**config.mk**
```make
export PLATFORM = sky130hd
export DESIGN_NAME = osc_trim_spread_ctrl
export DESIGN_NICKNAME = d
export VERILOG_FILES = /design/src/osc_trim_spread_ctrl_pkg.sv /design/src/osc_sweep_gen.sv /design/src/osc_trim_spread_ctrl.sv
export VERILOG_INCLUDE_DIRS = /design/src
export SDC_FILE = /design/constraint.sdc
export NUM_CORES = 1
export LEC_CHECK = 0
export BUFFER_PORTS_ARGS = -buffer_cell sky130_fd_sc_hd__buf_2
export CORE_ASPECT_RATIO = 1.4
export CORE_UTILIZATION = 34
export CTS_CLUSTER_SIZE = 24
export DETAILED_ROUTE_END_ITERATION = 10
export PLACE_DENSITY = 0.57
export REMOVE_ABC_BUFFERS = 1
export SLEW_MARGIN = 30
export SYNTH_ARGS = -nofsm -noshare
export SYNTH_HDL_FRONTEND = slang
export SYNTH_HIERARCHICAL = 1
export SYNTH_SLANG_ARGS = --single-unit
```
**constraint.sdc**
```tcl
create_clock -name sys_clk_in -period 3.61 [get_ports sys_clk_in]
set_clock_uncertainty 0.2 [all_clocks]
set_input_delay 0.722 -clock sys_clk_in [delete_from_list [all_inputs] [get_ports sys_clk_in]]
set_output_delay 0.722 -clock sys_clk_in [all_outputs]
set_load 0.01 [all_outputs]
```
**src/osc_trim_spread_ctrl_map.svh**
```systemverilog
`ifndef OSC_TRIM_SPREAD_CTRL_MAP_SVH
`define OSC_TRIM_SPREAD_CTRL_MAP_SVH

`define ADDR_FAST_OSC_COARSE_TRIM 16'ha001
`define ADDR_FAST_OSC_FINE_TRIM   16'ha002
`define ADDR_CRYSTAL_OSC_CONFIG   16'ha007
`define ADDR_OSC_STATUS           16'ha0f0
`define ADDR_OSC_CONTROL_CODE     16'ha0f1

`define RST_FAST_OSC_COARSE_TRIM  8'h01
`define RST_FAST_OSC_FINE_TRIM    8'h8e
`define RST_CRYSTAL_OSC_CONFIG    8'h00

`define POS_SWEEP_RATE_LSB        4
`define POS_SWEEP_AMP_LSB         2
`define POS_COARSE_TRIM_LSB       0
`define POS_SLOW32K_EN            7
`define POS_XTAL_EXT_CLK          3

`define CFG_WRITABLE_MASK         8'h8f
`define AMP_BASE                  7'h04

`define OSC_SETTLE_NS             100
`define SYS_CLK_PERIOD_NS         10
`define OSC_SETTLE_CYCLES         (`OSC_SETTLE_NS / `SYS_CLK_PERIOD_NS)

`endif

```
**src/osc_trim_spread_ctrl_pkg.sv**
```systemverilog
package osc_trim_spread_ctrl_pkg;

  typedef enum logic [2:0] {
    XTAL_OFF,
    XTAL_LOW,
    XTAL_MED,
    XTAL_HIGH,
    XTAL_CUSTOM,
    XTAL_EXT
  } xtal_mode_t;

  typedef struct packed {
    logic              active;
    logic [3:0]        interval;
    logic signed [6:0] offset;
    logic              dir_up;
    logic [7:0]        code;
  } sweep_state_t;

  typedef struct packed {
    logic [7:0] coarse;
    logic [7:0] fine;
    logic [7:0] cfg;
    logic [7:0] rdata;
    logic       osc_en;
    logic [3:0] settle;
    logic       osc_ready;
  } trim_state_t;

endpackage

```
**src/osc_sweep_gen.sv**
```systemverilog
`timescale 1ns/1ps
`include "osc_trim_spread_ctrl_map.svh"

module osc_sweep_gen
  import osc_trim_spread_ctrl_pkg::*;
#(
  parameter int RATE_W = 4
) (
  input  wire logic              sys_clk_in,
  input  wire logic              resetn_in,
  input  wire logic [RATE_W-1:0] sweep_rate_code_in,
  input  wire logic [1:0]        sweep_amplitude_sel_in,
  input  wire logic [7:0]        fine_trim_in,
  output logic [7:0]             osc_control_code_out,
  output logic                   sweep_active_out
);

  generate
    if (RATE_W != 4) begin : g_bad_rate
      $error("sweep rate field must be four bits wide");
    end
  endgenerate

  sweep_state_t st;
  sweep_state_t next_st;
  logic signed [6:0] amp;
  logic signed [6:0] stepped;
  logic signed [9:0] sum;

  always_comb begin
    amp = `AMP_BASE << sweep_amplitude_sel_in; // RL2
    stepped = st.dir_up ? st.offset + 7'sd1 : st.offset - 7'sd1;
    sum = $signed({2'b00, fine_trim_in}) + 10'(st.offset); // RL5
    next_st = st;
    if (sweep_rate_code_in == '0) begin
      next_st.active = 1'b0; // RL1
      next_st.interval = '0;
      next_st.offset = '0;
      next_st.dir_up = 1'b1;
      next_st.code = fine_trim_in; // RL1
    end else begin
      if (!st.active) begin
        next_st.active = 1'b1; // RL19
        next_st.interval = '0;
        next_st.offset = '0;
        next_st.dir_up = 1'b1;
      end else if (st.interval == sweep_rate_code_in - 4'd1) begin
        next_st.interval = '0; // RL3
        next_st.offset = stepped; // RL19
        if (stepped >= amp) begin
          next_st.dir_up = 1'b0; // RL4
        end else if (stepped <= -amp) begin
          next_st.dir_up = 1'b1; // RL4
        end
      end else begin
        next_st.interval = st.interval + 4'd1;
      end
      // clamp rather than wrap so a badly placed trim flattens, never jumps
      if (sum < 10'sd0) begin
        next_st.code = 8'h00; // RL5
      end else if (sum > 10'sd255) begin
        next_st.code = 8'hff; // RL5
      end else begin
        next_st.code = sum[7:0]; // RL5
      end
    end
  end

  always_ff @(posedge sys_clk_in or negedge resetn_in) begin
    if (!resetn_in) begin
      st <= '{active: 1'b0, interval: 4'h0, offset: 7'h00, dir_up: 1'b1,
              code: `RST_FAST_OSC_FINE_TRIM};
    end else begin
      st <= next_st;
    end
  end

  assign osc_control_code_out = st.code;
  assign sweep_active_out = st.active;

endmodule

```
**src/osc_trim_spread_ctrl.sv**
```systemverilog
`timescale 1ns/1ps
`include "osc_trim_spread_ctrl_map.svh"

// Operation
// RL1: sweep rate zero disables spreading; oscillator gets fine trim unchanged.
// RL2: amplitude select 11/10/01/00 gives deviation 32/16/8/4.
// RL3: while spreading, control code updates every N clock cycles, N = rate.
// RL4: one full sweep spans four amplitude legs of N cycles per step.
// RL5: control code is fine trim plus offset, clamped to 0..255.
// RL6: software keeps fine trim within amplitude..256-amplitude to avoid clipping.
// RL7: every reset returns coarse trim to 01 and fine trim to 8e.
// RL8: software reloads calibrated trims from the info block after reset.
// RL9: fast oscillator runs always except in the halt state.
// RL10: oscillator on/off is glitch free; ready flagged ten cycles later. The code raises ready eleven cycles after the enable flop rises.
// RL11: software calibrates with coarse 01, probes 00, ff, 7f, then bisects.
// RL12: crystal config register cleared only by power-on reset.
// RL13: slow 32k enable bit powers that oscillator and connects its pads.
// RL14: crystal code 0000 powers down; 0001/0011/0111 select low/medium/high drive.
// RL15: crystal bit 3 set takes external clock on the output pin.
// RL16: software sets bit 3 only, freeing the crystal input pin.
// RL17: software sets both crystal pins to high impedance before use.
// RL18: software waits tens of milliseconds for crystal start-up.
// RL19: offset steps by one in a triangle, restarting at zero on enable.
// RL20: writes to the three trim/config registers need the unlock permit.

module osc_trim_spread_ctrl
  import osc_trim_spread_ctrl_pkg::*;
#(
  parameter int ADDR_W = 16,
  parameter int RATE_W = 4
) (
  input  wire logic              sys_clk_in,
  input  wire logic              resetn_in,
  input  wire logic              soft_reset_in,
  input  wire logic [ADDR_W-1:0] addr_in,
  input  wire logic [7:0]        wdata_in,
  input  wire logic              wr_in,
  input  wire logic              rd_in,
  input  wire logic              write_unlock_in,
  input  wire logic              halt_req_in,
  output logic [7:0]             rdata_out,
  output logic [7:0]             osc_control_code_out,
  output logic [1:0]             coarse_trim_out,
  output logic                   sweep_active_out,
  output logic                   internal_fast_osc_en_out,
  output logic                   internal_fast_osc_ready_out,
  output logic                   crystal_osc_powerdown_out,
  output logic [2:0]             crystal_drive_ctrl_out,
  output logic                   crystal_ext_clk_sel_out,
  output logic                   slow32k_osc_enable_out,
  output logic                   analog_pad_connect_out
);

  generate
    if (ADDR_W != 16) begin : g_bad_addr
      $error("register address must be sixteen bits wide");
    end
    if (RATE_W != 4) begin : g_bad_rate
      $error("sweep rate field must be four bits wide");
    end
  endgenerate

  localparam logic [3:0] SETTLE_CYCLES = 4'(`OSC_SETTLE_CYCLES);

  function automatic xtal_mode_t xtal_mode(input logic [7:0] cfg);
    xtal_mode_t m;
    m = XTAL_CUSTOM;
    if (cfg[`POS_XTAL_EXT_CLK]) begin
      m = XTAL_EXT; // RL15
    end else begin
      unique case (cfg[2:0])
        3'h0: m = XTAL_OFF; // RL14
        3'h1: m = XTAL_LOW; // RL14
        3'h3: m = XTAL_MED; // RL14
        3'h7: m = XTAL_HIGH; // RL14
        default: m = XTAL_CUSTOM;
      endcase
    end
    return m;
  endfunction

  trim_state_t st;
  trim_state_t next_st;
  xtal_mode_t  mode;
  logic [7:0]  ctrl_code;
  logic        sweep_act;
  logic        wr_ok;

  assign mode = xtal_mode(st.cfg);
  // protection permit is sampled with the strobe; a locked write is dropped silently
  assign wr_ok = wr_in && write_unlock_in; // RL20

  always_comb begin
    next_st = st;
    if (wr_ok) begin
      unique case (addr_in)
        `ADDR_FAST_OSC_COARSE_TRIM: next_st.coarse = wdata_in;
        `ADDR_FAST_OSC_FINE_TRIM: next_st.fine = wdata_in;
        `ADDR_CRYSTAL_OSC_CONFIG: next_st.cfg = wdata_in & `CFG_WRITABLE_MASK;
        default: ;
      endcase
    end
    if (soft_reset_in) begin
      next_st.coarse = `RST_FAST_OSC_COARSE_TRIM; // RL7
      next_st.fine = `RST_FAST_OSC_FINE_TRIM; // RL7
      // cfg deliberately untouched so pad setup survives warm resets
      next_st.cfg = st.cfg; // RL12
    end
    next_st.rdata = 8'h00;
    if (rd_in) begin
      unique case (addr_in)
        `ADDR_FAST_OSC_COARSE_TRIM: next_st.rdata = st.coarse;
        `ADDR_CRYSTAL_OSC_CONFIG: next_st.rdata = st.cfg;
        `ADDR_OSC_STATUS: next_st.rdata = {3'h0, mode, sweep_act, st.osc_ready};
        `ADDR_OSC_CONTROL_CODE: next_st.rdata = ctrl_code;
        default: next_st.rdata = 8'h00;
      endcase
    end
    next_st.osc_en = !halt_req_in; // RL9
    // enable is a flop so the oscillator gate sees one clean edge
    if (!st.osc_en) begin
      next_st.settle = '0; // RL10
      next_st.osc_ready = 1'b0;
    end else if (st.settle != SETTLE_CYCLES) begin
      next_st.settle = st.settle + 4'd1; // RL10
      next_st.osc_ready = 1'b0;
    end else begin
      next_st.osc_ready = 1'b1; // RL10
    end
  end

  always_ff @(posedge sys_clk_in or negedge resetn_in) begin
    if (!resetn_in) begin
      st <= '{coarse: `RST_FAST_OSC_COARSE_TRIM, fine: `RST_FAST_OSC_FINE_TRIM,
              cfg: `RST_CRYSTAL_OSC_CONFIG, rdata: 8'h00, osc_en: 1'b1,
              settle: 4'h0, osc_ready: 1'b0}; // RL7 RL12
    end else begin
      st <= next_st;
    end
  end

  osc_sweep_gen #(
    .RATE_W (RATE_W)
  ) u_sweep (
    .sys_clk_in             (sys_clk_in),
    .resetn_in              (resetn_in),
    .sweep_rate_code_in     (st.coarse[`POS_SWEEP_RATE_LSB +: 4]),
    .sweep_amplitude_sel_in (st.coarse[`POS_SWEEP_AMP_LSB +: 2]),
    .fine_trim_in           (st.fine),
    .osc_control_code_out   (ctrl_code),
    .sweep_active_out       (sweep_act)
  );

  assign rdata_out = st.rdata;
  assign osc_control_code_out = ctrl_code;
  assign coarse_trim_out = st.coarse[`POS_COARSE_TRIM_LSB +: 2];
  assign sweep_active_out = sweep_act;
  assign internal_fast_osc_en_out = st.osc_en; // RL9
  assign internal_fast_osc_ready_out = st.osc_ready;
  assign crystal_osc_powerdown_out = (mode == XTAL_OFF); // RL14
  assign crystal_drive_ctrl_out = st.cfg[`POS_XTAL_EXT_CLK] ? 3'h0 : st.cfg[2:0]; // RL14 RL15
  assign crystal_ext_clk_sel_out = st.cfg[`POS_XTAL_EXT_CLK]; // RL15
  assign slow32k_osc_enable_out = st.cfg[`POS_SLOW32K_EN]; // RL13
  assign analog_pad_connect_out = st.cfg[`POS_SLOW32K_EN]; // RL13

endmodule

```
# After elaboration in Yosys (flattened, before gate mapping)
# Cells that the tools add are included.
word_totals:
  input_bits: 31
  out_inout_bits: 28
  ff_bits: 56
op_classes:
  addsub: 7
  shifts: 1
  eq_ne: 13
  n_lt_le_gt_ge: 4
  bitwise_logic: 1
  muxes: 22
  reduce_logical: 12
ops:
  columns: ["op", "count"]
  rows:
  - ["$eq A16 B16 Y1 const B", 5]
  - ["$mux W8", 7]
  - ["$mux W24", 2]
  - ["$pmux W8 S4", 1]
  - ["$mux W21", 1]
  - ["$mux W12", 1]
  - ["$pmux W3 S4", 1]
  - ["$add A9 B7 Y10", 1]
  - ["$gt A10 B9 Y1 const B", 1]
  - ["$lt A10 B1 Y1 const B", 1]
  - ["$add A4 B1 Y4 const B", 2]
  - ["$mux W4", 2]
  - ["$ne A4 B4 Y1 const B", 2]
  - ["$add A7 B2 Y7 const B", 1]
  - ["$ge A7 B7 Y1", 1]
  - ["$le A7 B7 Y1", 1]
  - ["$mux W7", 1]
  - ["$neg A7 Y7", 1]
  - ["$shl A3 B2 Y7 const A", 1]
  - ["$sub A7 B2 Y7 const B", 1]
  - ["$logic_not A3 Y1", 2]
  - ["$mux W3", 2]
  - ["$reduce_and A2 Y1", 3]
  - ["$reduce_bool A2 Y1", 3]
  - ["14 further kinds", 16]

# Logic depth before layout (Yosys ltp)
depth:
  word_depth: 8
  mapped_depth: 13
  depth_no_buf: 13

# Modules after synthesis
# The synthesis kept the hierarchy.
modules_own_cells:
  columns: ["mod", "instances", "area_each_um2", "cells_each"]
  rows:
  - ["osc_sweep_gen", 1, 1898.1, 203]
  - ["osc_trim_spread_ctrl", 1, 1846.8, 179]

# Least setup slack after synthesis
# OpenSTA, ideal clock, no wires.
synth_path:
  path_type: "flip-flop to flip-flop"
  start: "register u_sweep/st[8] (netlist name)"
  end: "register u_sweep/st[8] (netlist name)"
  path_buffers: 0
  stages_incl_launch_ff: 11
  required_ps: 3316
  path_slack_ps: 730
  setup_ps: 94
  arrival_time_ps: 2586
  period_less_slack_ps: 2880
  path_cell_list: "dfstp_2 inv_1 ha_1 a211oi_1 nor4b_1 nand4b_1 ha_1 a21oi_1 nor4b_1 a211oi_1 a311oi_1"
synth_between:
  elab_chain_len: 6
  elab_cells_between_ends: 9
synth_rtl:
  columns: ["element", "line_no", "source"]
  rows:
  - ["from (decl)", "osc_sweep_gen.sv:24", "sweep_state_t st;"]
  - ["from (signal assigned)", "osc_sweep_gen.sv:71", "st <= '{active: 1'b0, interval: 4'h0, offset: 7'h00, dir_up: 1'b1,"]
  - ["from (signal assigned)", "osc_sweep_gen.sv:74", "st <= next_st;"]
  - ["$mux W7 (*)", "osc_sweep_gen.sv:32", "stepped = st.dir_up ? st.offset + 7'sd1 : st.offset - 7'sd1;"]
  - ["$ge A7 B7 Y1", "osc_sweep_gen.sv:50", "if (stepped >= amp) begin"]
  - ["$mux W1", "osc_sweep_gen.sv:50", null]
  - ["$mux W8", "osc_sweep_gen.sv:47", "end else if (st.interval == sweep_rate_code_in - 4'd1) begin"]
  - ["$mux W12", "osc_sweep_gen.sv:42", "if (!st.active) begin"]
  - ["$mux W21", "osc_sweep_gen.sv:35", "if (sweep_rate_code_in == '0) begin"]
# Mark *: on every way between the ends. The rest lies on a longest branch, timed or not. The select of a mux whose other input is x is not followed.
# A chain may end at the register's enable or synchronous reset.

# Worst setup path after layout
# Same ends and word-level chain as after synthesis.

==> metrics.txt <==
top cells by area, synth=dfrtp_1 (30%), ha_1 (9.4%), dfstp_2 (7.7%), mux2i_1 (4.8%), nor2_1 (4.1%); Die W=90.7 µm; number of DRC markers in iteration 0=82; vias in the first global route=2886; Data required, critical path=3610 ps; Logic pwr share=4.8%; CTS Hold Bufs=0; largest net degree at the start of global routing=31; via count=2885; P_int=0.000980 W; RSZ-0062 raised after global routing=false; drt first pass iters=7; vias per cell=approximately 5.1; fin crit share=around nine tenths; row cnt=between 40 and 50; clk slew on worst S/H paths=70 ps; Clock Power Share=about 44%; worst vdd ir=0.000170 V; most common cell in the netlist=dfrtp_1; run status=finished, violations left; Inserted Clock Buffers=5; Clock Latency Late Sink=around 300 ps; ratio of cells with drive above 1 in the final layout=24.3%; Clock Path Buffers=2; post-DP HPWL=6670 µm; die area=0.0114 mm²; Crit Path Category=flop to flop; IO Count=59; Inst Count DP=553; asr flop ratio synth=between 90% and 100%; Tightest Hold Check Type=primary input to asynchronous set/reset pin; Final TNS setup=0 ps; PwrDens=294 mW/mm²; first-pass GRT wire length=13500 µm; failing checks=DRC; synth cell count leaders=dfrtp_1 (45), nor2_1 (41), ha_1 (28); Initial Util=34.8%; number of synthesized flops with an enable pin=0; yosys warns=6; CP max FO=6; Area Overhead vs Synth=12.7%; DRT Wirelength=a little over 8000 µm; routability cong.=~0.79; Max-slew headroom=54.7%; antenna violations before repair=0; Setup-failing EPs final=0; grt ovf=0; antenna-violating nets left=0; Root Driver=clkbuf_16; Die Y=126 µm; Fmax=307 MHz; Critical Path AT=between 3000 and 4000 ps; hold slack=~260 ps; Net Sw Frac=21.0%; crit path time final=3250 ps; Switch Pwr=0.000261 W; area share of the largest cell type after synthesis=30.1%; gr usage total=14.9%; Fin. Hold Viols=0; prevailing post-synth register cell=dfrtp_1; Yosys reg bits=between 50 and 60; Gates resized, CTS repair=0; filler-free cell count of the finished design=approximately 560; # diodes=0; pins over their slew limit=0; Seq pwr share=about half; nets@finish=480; Seq/Total Area, Yosys=37.8%; Worst setup EP type=flop; cell area after layout=0.00422 mm²; mean post-synth cell area=9.80 µm²; H-tree depth=2; Max Cap Viol=0; Routed wire per std cell=approximately 15 µm; port bufs=58; CTS tree=yes; post-CTS setup buffer count=0; Pleak=2.05 nW; core area=about 0.011 mm²; post-synth top area cell=dfrtp_1; Worst-Margin Slew=679 ps; Yosys cell types=just over 60; Synth Instances=382; Mapped Area=0.00374 mm²; clk sinks=56; Startpoint Class=flop; placed inst area=approximately 0.0041 mm²; drt drc=2
worst paths after layout:
path,endpoint,from,cells after the start,slack [ps]
max,u_sweep/st[8],u_sweep/st[8],10,360
min,rdata_out[5],resetn_in,1,260
max reg2reg,u_sweep/st[8],u_sweep/st[8],10,360
min reg2reg,u_sweep/st[16],u_sweep/st[16],1,320
max in group asynchronous,coarse_trim_out[0],resetn_in,2,2180
min in group sys_clk_in,u_sweep/st[16],u_sweep/st[16],1,320
cells by family after synthesis:
| logic type | share of synthesized area (%) |
|---|---|
| xor+xnor | 4.44 |
| compound gates | 15.3 |
| simple gates | 17.6 |
| flops | 37.8 |
| buf+inv | 7.88 |
| mux | 6.62 |
| fa+ha+maj | 10.4 |
state kept, by name, summed over array words and instances, names as in the netlist, 2 cells and up:
register / flops
st: 21
u_sweep/st: 12
rdata_out: 8
u_sweep/osc_control_code_out: 8
coarse_trim_out: 2
critical path: stages (launching register included):
cell and delay, ps:
dfstp_2 620, inv_1 170, ha_1 370, a211oi_1 300
nor4b_1 90, nand4b_1 270, ha_1 340, a21oi_1 60
nor4b_1 370, a211oi_1 90, a311oi_1 280
through the flow:
step           power [W]  util, %  setup WS (ps)
2_1_floorplan   0.000661        -            422
3_3_place_gp    0.000706     37.7            448
3_5_place_dp    0.000707     37.7            354
4_1_cts          0.00126     39.2            322
5_1_grt          0.00129     39.2            164
6_report         0.00124     39.2            356
final cells by class:
type / instances / area [µm²]
Fill cell: 1066 / 6530
Multi-Input combinational cell: 270 / 2050
Sequential cell: 56 / 1420
Timing Repair Buffer: 63 / 328
Tap cell: 141 / 176
Clock buffer: 5 / 125
Inverter: 23 / 86.3
Clock inverter: 3 / 42.5
cell usage in the layout (no fill, tap or decap), types with 8 or more instances in the layout:
cell type / n
ha_1: 28
nand3_1: 9
mux2i_1: 18
nor2_1: 41
buf_2: 58
o21ai_0: 16
dfstp_2: 11
a21oi_1: 15
dfrtp_1: 45
nand2_1: 17
nand2b_1: 8
xnor2_1: 17
a221o_1: 8
inv_1: 23
per-layer routing:
metal	part of all wire (%)	vias up	wire, µm	track usage (%)
met5	0	-	0	0
met2	55	73	4520	29.4
met3	3.3	21	276	2.11
li1	-	1413	-	-
met1	39	1378	3220	14.9
met4	3.2	0	269	7.12
power by group through the flow:
| stage | Combinational (W) | Sequential [W] | Clock, W |
|---|---|---|---|
| 2_1_floorplan | 0.0000150 | 0.000646 | 0 |
| 3_3_place_gp | 0.0000597 | 0.000647 | 0 |
| 4_1_cts | 0.0000607 | 0.000635 | 0.000562 |
| 5_1_grt | 0.0000666 | 0.000635 | 0.000585 |
| 3_5_place_dp | 0.0000603 | 0.000647 | 0 |
| 6_report | 0.0000590 | 0.000635 | 0.000547 |
Note: power is estimated with default switching activity, not from simulation.
